<file path="config.mk">
export PLATFORM = sky130hd
export DESIGN_NAME = icsc_ctrl
export DESIGN_NICKNAME = d
export VERILOG_FILES = /design/src/inc/icsc_pkg.sv /design/src/rtl/icsc_ctrl.sv
export SDC_FILE = /design/constraint.sdc
export NUM_CORES = 1
export LEC_CHECK = 0
export BUFFER_PORTS_ARGS = -buffer_cell sky130_fd_sc_hd__buf_2
export CAP_MARGIN = 10
export CELL_PAD_IN_SITES_DETAIL_PLACEMENT = 1
export CELL_PAD_IN_SITES_GLOBAL_PLACEMENT = 2
export CORE_UTILIZATION = 32
export CTS_BUF_LIST = sky130_fd_sc_hd__clkbuf_8
export CTS_CLUSTER_DIAMETER = 40
export DETAILED_ROUTE_END_ITERATION = 6
export GPL_TIMING_DRIVEN = 0
export HOLD_SLACK_MARGIN = 0.12
export PLACE_DENSITY = 0.87
export RECOVER_POWER = 100
export SLEW_MARGIN = 5
export SYNTH_ARGS = -nofsm -noshare
export SYNTH_HDL_FRONTEND = slang
export SYNTH_SLANG_ARGS = --single-unit
</file>
<file path="constraint.sdc">
create_clock -name sys_clk -period 5.8 [get_ports sys_clk]
set_clock_uncertainty 0.2 [all_clocks]
set_input_delay 0.87 -clock sys_clk [delete_from_list [all_inputs] [get_ports sys_clk]]
set_output_delay 0.87 -clock sys_clk [all_outputs]
set_load 0.005 [all_outputs]
</file>
<file path="src/inc/icsc_pkg.sv">
// constants for the interleave clock skew control block
// What this block does
// RULE1 - input_choice bit 15: 0 routes first input to both converters, 1 second.
// RULE2 - delay_direction bit 14: 0 delays first channel clock, 1 second channel.
// RULE3 - coarse_magnitude bits 13:11 delay chosen channel about 20 ps per step.
// RULE4 - coarse_magnitude 000b gives no coarse delay; this is its reset state.
// RULE5 - software writes ones into unused low bits of both delay registers.
// RULE6 - interleave_enable 1 samples one input with both converters, else dual.
// RULE7 - auto_phase_control on overrides manual delays, drives edges 180 apart.
package icsc_pkg;
	// register indices as printed; byte address is four times the index
	localparam logic [3:0]  IDX_ENABLE       = 4'hD;
	localparam logic [3:0]  IDX_COARSE       = 4'hE;
	localparam logic [3:0]  IDX_FINE         = 4'hF;
	localparam logic [15:0] RST_ENABLE       = 16'h3FFF;
	localparam logic [15:0] RST_COARSE       = 16'h07FF;
	localparam logic [15:0] RST_FINE         = 16'h007F;
	localparam int          BIT_INPUT_CHOICE = 15;
	localparam int          BIT_DELAY_DIR    = 14;
	localparam int          MAG_HI           = 13;
	localparam int          MAG_LO           = 11;
	localparam int          BIT_ILV_ENABLE   = 15;
	localparam int          BIT_AUTO_PHASE   = 14;
	localparam int          FINE_HI          = 15;
	localparam int          FINE_LO          = 7;
	localparam int          STEP_PS          = 20;
	localparam logic [1:0]  RESP_OKAY        = 2'h0;
	localparam logic [1:0]  RESP_SLVERR      = 2'h2;
endpackage

</file>
<file path="src/rtl/icsc_ctrl.sv">
// interleave clock skew control registers with axi4-lite slave
`timescale 1ns/100ps
module icsc_ctrl
	import icsc_pkg::*;
(
	// clock and reset
	input  wire logic        sys_clk,
	input  wire logic        rst_n,
	// axi4-lite write
	input  wire logic [7:0]  s_awaddr,
	input  wire logic        s_awvalid,
	output logic             s_awready,
	input  wire logic [31:0] s_wdata,
	input  wire logic [3:0]  s_wstrb,
	input  wire logic        s_wvalid,
	output logic             s_wready,
	output logic [1:0]       s_bresp,
	output logic             s_bvalid,
	input  wire logic        s_bready,
	// axi4-lite read
	input  wire logic [7:0]  s_araddr,
	input  wire logic        s_arvalid,
	output logic             s_arready,
	output logic [31:0]      s_rdata,
	output logic [1:0]       s_rresp,
	output logic             s_rvalid,
	input  wire logic        s_rready,
	// converter control
	output logic             input_choice,
	output logic             interleave_enable,
	output logic             delay_first_en,
	output logic             delay_second_en,
	output logic [2:0]       coarse_magnitude,
	output logic [8:0]       fine_magnitude,
	output logic             auto_phase_control
);
	logic [15:0] enable_reg;
	logic [15:0] coarse_reg;
	logic [15:0] fine_reg;
	logic [7:0]  awaddr_reg;
	logic [31:0] wdata_reg;
	logic [3:0]  wstrb_reg;
	logic        aw_have_reg;
	logic        w_have_reg;

	function automatic logic [3:0] reg_index(input logic [7:0] a);
		reg_index = a[5:2];
	endfunction
	function automatic logic mapped(input logic [7:0] a);
		mapped = (a[1:0] == 2'h0) && (a[7:6] == 2'h0) &&
			(a[5:2] >= IDX_ENABLE);
	endfunction

	wire        wr_fire  = aw_have_reg && w_have_reg && !s_bvalid;
	wire [3:0]  wr_idx   = reg_index(awaddr_reg);
	wire        wr_ok    = mapped(awaddr_reg);
	wire [15:0] wr_val   = {wstrb_reg[1] ? wdata_reg[15:8] : 8'h00,
		wstrb_reg[0] ? wdata_reg[7:0] : 8'h00};
	wire [1:0]  wr_lanes = wstrb_reg[1:0];

	// merge honours byte lanes; registers are write-only so reads give zero
	function automatic logic [15:0] merge(input logic [15:0] old,
		input logic [15:0] nw, input logic [1:0] ln);
		merge = {ln[1] ? nw[15:8] : old[15:8], ln[0] ? nw[7:0] : old[7:0]};
	endfunction

	wire [15:0] enable_next = merge(enable_reg, wr_val, wr_lanes);
	wire [15:0] coarse_next = merge(coarse_reg, wr_val, wr_lanes);
	wire [15:0] fine_next   = merge(fine_reg, wr_val, wr_lanes);
	wire        auto_on     = enable_reg[BIT_AUTO_PHASE];

	// write address and data accepted in either order
	always_ff @(posedge sys_clk or negedge rst_n) begin
		if (!rst_n) begin
			aw_have_reg <= 1'b0;
			w_have_reg  <= 1'b0;
			awaddr_reg  <= 8'h00;
			wdata_reg   <= 32'h0000_0000;
			wstrb_reg   <= 4'h0;
			s_bvalid    <= 1'b0;
			s_bresp     <= RESP_OKAY;
			s_awready   <= 1'b1;
			s_wready    <= 1'b1;
		end else begin
			if (s_awvalid && s_awready) begin
				aw_have_reg <= 1'b1;
				awaddr_reg  <= s_awaddr;
				s_awready   <= 1'b0;
			end
			if (s_wvalid && s_wready) begin
				w_have_reg <= 1'b1;
				wdata_reg  <= s_wdata;
				wstrb_reg  <= s_wstrb;
				s_wready   <= 1'b0;
			end
			if (wr_fire) begin
				aw_have_reg <= 1'b0;
				w_have_reg  <= 1'b0;
				s_bvalid    <= 1'b1;
				s_bresp     <= wr_ok ? RESP_OKAY : RESP_SLVERR;
			end else if (s_bvalid && s_bready) begin
				// both channels reopen only once the response is taken
				s_bvalid  <= 1'b0;
				s_awready <= 1'b1;
				s_wready  <= 1'b1;
			end
		end
	end

	// unused low bits are stored as written; software keeps them at ones [RULE5]
	always_ff @(posedge sys_clk or negedge rst_n) begin
		if (!rst_n) begin
			enable_reg <= RST_ENABLE;
			coarse_reg <= RST_COARSE; // [RULE4]
			fine_reg   <= RST_FINE;
		end else if (wr_fire && wr_ok) begin
			if (wr_idx == IDX_ENABLE)
				enable_reg <= enable_next;
			if (wr_idx == IDX_COARSE)
				coarse_reg <= coarse_next;
			if (wr_idx == IDX_FINE)
				fine_reg <= fine_next;
		end
	end

	// read channel: all registers write-only, mapped reads return zero
	always_ff @(posedge sys_clk or negedge rst_n) begin
		if (!rst_n) begin
			s_arready <= 1'b0;
			s_rvalid  <= 1'b0;
			s_rdata   <= 32'h0000_0000;
			s_rresp   <= RESP_OKAY;
		end else begin
			s_arready <= 1'b0;
			if (s_arvalid && !s_arready && !s_rvalid) begin
				s_arready <= 1'b1;
				s_rvalid  <= 1'b1;
				s_rdata   <= 32'h0000_0000;
				s_rresp   <= mapped(s_araddr) ? RESP_OKAY : RESP_SLVERR;
			end else if (s_rvalid && s_rready) begin
				s_rvalid <= 1'b0;
			end
		end
	end

	// control outputs registered; auto phase zeroes manual delays
	always_ff @(posedge sys_clk or negedge rst_n) begin
		if (!rst_n) begin
			input_choice       <= 1'b0;
			interleave_enable  <= 1'b0;
			auto_phase_control <= 1'b0;
			delay_first_en     <= 1'b0;
			delay_second_en    <= 1'b0;
			coarse_magnitude   <= 3'h0;
			fine_magnitude     <= 9'h000;
		end else begin
			input_choice       <= coarse_reg[BIT_INPUT_CHOICE]; // [RULE1]
			interleave_enable  <= enable_reg[BIT_ILV_ENABLE]; // [RULE6]
			auto_phase_control <= auto_on; // [RULE7]
			delay_first_en     <= !auto_on &&
				!coarse_reg[BIT_DELAY_DIR]; // [RULE2]
			delay_second_en    <= !auto_on &&
				coarse_reg[BIT_DELAY_DIR]; // [RULE2]
			coarse_magnitude   <= auto_on ? 3'h0 :
				coarse_reg[MAG_HI:MAG_LO]; // [RULE3] [RULE7]
			fine_magnitude     <= auto_on ? 9'h000 :
				fine_reg[FINE_HI:FINE_LO]; // [RULE7]
		end
	end
endmodule

</file>
==> summary.md <==
| Metric | Value |
|---|---|
| Non-Filler Instances | 391 |
| Post-CTS Hold Fix Bufs | 0 |
| Hold Crit Class | flip-flop to flip-flop |
| Unrepaired setup endpoints after global routing | false |
| Worst Setup SP | rst_n |
| PwrDens | ~370 nW/um2 |
| Clk sink count | 61 |
| Synth area leaders | dfrtp_1 59%, mux2_2 16%, buf_4 10% |
| First-pass GRT wire length | between 7000 and 8000 um |
| CP max stage cell | clkbuf_1 |
| Period utilization | 57.4% |
| Relative slew slack | -12.6% |
| Area grow syn2layout | 27.0% |
| Post-route DRC violation count | 0 |
| Crit path largest cell delay | between 1 and 1.5 ns |
| Fin crit period | roughly 3.3 ns |
| Drt first pass iters | 4 |
| Worst-path clk slew | around 0.07 ns |
| Synthesized area per cell | 13.6 um2 |
| Core footprint | around 7400 um2 |
| Antenna-violating nets left | 0 |
| Top-area cell type share of the netlist area | between 50% and 60% |
| Worst vdd ir | around 0.00014 V |
| Final hold vios | 0 |
| CP Max Fanout | 33 |
| Clk buf depth | 2 |
| Run status | finished with violations |
| Dpl cells | 375 |
| Pin count of the biggest net entering global routing | 34 |
| Crit Path Class | input port to async pin |
| Via count | 1,618 |
| Layout cells sized above 1 | 43.8% |
| Setup Fix Bufs, Post-CTS | 0 |
| Leakage | 0.00168 uW |
| Yosys warning count | 0 |
| Vias in the first global route | around 1,600 |
| Die width | approximately 91 um |
| Slew @ Worst Pin | between 1.5 and 2 ns |
| Row count | 31 |
| CP endpoint kind | async pin |
| IO buf count | 57 |
| MaxCap Viol Count | 2 |
| Total congestion overflow | 0 |
| Setup crit start kind | input port |
| Antenna cells | 0 |
| Total Routing Usage GR | 12.7% |
| FMAX | 0.300 GHz |
| Register area share after synthesis | 60.8% |
| Synth area leader | dfrtp_1 |
| Die Area | about 8000 um2 |
| FF-to-FF Start | awaddr_reg[1]$_DFFE_PN0P_ |
| Filler cells | 848 |
| Top delay family on crit path | buffers and inverters |
| Final Wtd Congestion | between 0.6 and 0.7 |
| CTS tree | yes |
| TNS Setup | 0 ns |
| Hold Crit Start | coarse_reg[15]$_DFFE_PN0P_ |
| Synthesized area | between 2000 and 3000 um2 |
| Hold Slack | between 0.15 and 0.2 ns |
| Ports | approximately 120 |
| WL per Instance | 12.0 um |
| Cell Chain, Critical Path | clkbuf_1 -> clkbuf_1 |
| Initial antenna violation count | 0 |
| Mapped Cells | roughly 190 |
| Die height | 90.6 um |
| Post-DP HPWL | 3440 um |
| Worst Path Required | 5.76 ns |
| Buf/Inv on CP | 2 |
| Most frequent CP cell | clkbuf_1 |
| Worst Path Arrival | roughly 3.3 ns |
| CTS resizes | 0 |
| Nets | ~350 |
| H-tree levels | 3 |
| Root buffer cell | clkbuf_8 |
| CTS Buf Count | 9 |
| 1st-iter DRT viols | 62 |
| Slew Viols, Final | between 60 and 70 |
| Vias per inst | about 4.1 |
| Post-Route WL | ~4700 um |
| Failing checks | max-capacitance violations, max-slew violations |
| Initial Util | between 30% and 40% |
| Clk_lat worst skew | around 0.33 ns |
| Finish-stage setup viols | 0 |
| #FFs+latches synth | 61 |
| Yosys cell types | 28 |
[layout by cell type (no fill, tap or decap), types with 3 or more instances in the layout]
master,n
nor2_1,4
dfrtp_1,59
conb_1,34
nor4_1,3
inv_1,8
clkbuf_1,17
nor2b_1,13
nand2_1,5
o21ai_0,4
buf_4,34
buf_2,44
clkbuf_8,9
mux2_2,34
[cell type report]
type	count	area, um2	area share, %
clock buffer	9	124	3.88
sequential	61	1530	47.9
timing repair buffer	58	273	8.55
tap	99	124	3.88
clock inverter	7	67.6	2.12
buffer	37	267	8.35
inverter	7	26.3	0.823
multi-input combinational	113	782	24.5
[power by group]
group	switching [uW]	internal (uW)
Combinational	93.0	124
Clock	162	196
Sequential	67.0	532
Total	322	852
[cell usage after synthesis]
library cell and number:
nor3b_1 1, or4b_2 1, clkbuf_1 2, nand3b_1 1
nand2_1 5, a21oi_1 1, buf_2 1, a21boi_0 2
inv_1 7, nor4b_1 1, or4_1 1, a21o_1 1
nor4_4 1, nor3_1 1, o21ai_0 4, dfrtp_1 59
nor2b_1 13, nand4b_1 1, nor4_2 1, nor4_1 1
buf_4 34, dfstp_2 2, nor3_4 1, mux2_2 35
nand4_1 1, conb_1 1, nor2_1 4, nand2b_1 2
[worst register-to-register path: cells and delay by family, from the launching register on]
kind                   cells  cell delay, ns
buffers and inverters      1            0.17
flip-flops                 1            0.37
multiplexers               1            0.43
AND/OR/NAND/NOR            2            1.57
[metrics by stage]
stage | utilization [%] | power [uW] | worst slack [ns] | instance area (um2)
final | 43.1 | 1170 | 2.47 | 3190
after global routing | 43.1 | 1250 | 1.80 | 3190
after floorplan | - | 754 | 3.61 | 2640
after CTS | 44.0 | 1210 | 3.50 | 3260
after global placement | 41.1 | 823 | 3.44 | 3050
after detailed placement | 41.4 | 844 | 3.42 | 3070
[cells by family (layout without fill, tap and decap cells)]
group,Yosys count,after routing,share of synthesized area (%)
AND/OR/NAND/NOR,36,36,9.76
flip-flops,61,61,60.8
AO/OA/AOI/OAI,8,8,1.89
multiplexers,35,35,15.7
buffers and inverters,44,118,11.7
other,1,34,0.149
[per-layer routing]
layer | wire length, um | track usage, %
met5 | 0 | 0
met3 | 357 | 5.56
met1 | 1940 | 14.4
met4 | 81 | 5.65
met2 | 2300 | 20.8
[path summary, 6_finish.rpt]
kind,endpoint,slack [ns],cells past startpoint
hold reg to reg,input_choice$_DFF_PN0_,0.18,0
setup / recovery,awaddr_reg[4]$_DFFE_PN0P_,2.47,2
setup reg to reg,fine_reg[9]$_DFFE_PN0P_,2.94,4
hold / removal,input_choice$_DFF_PN0_,0.18,0
max in group sys_clk,fine_reg[9]$_DFFE_PN0P_,2.94,4
min in group asynchronous,delay_second_en$_DFF_PN0_,0.77,1
Power figures use the tool's default switching activity.
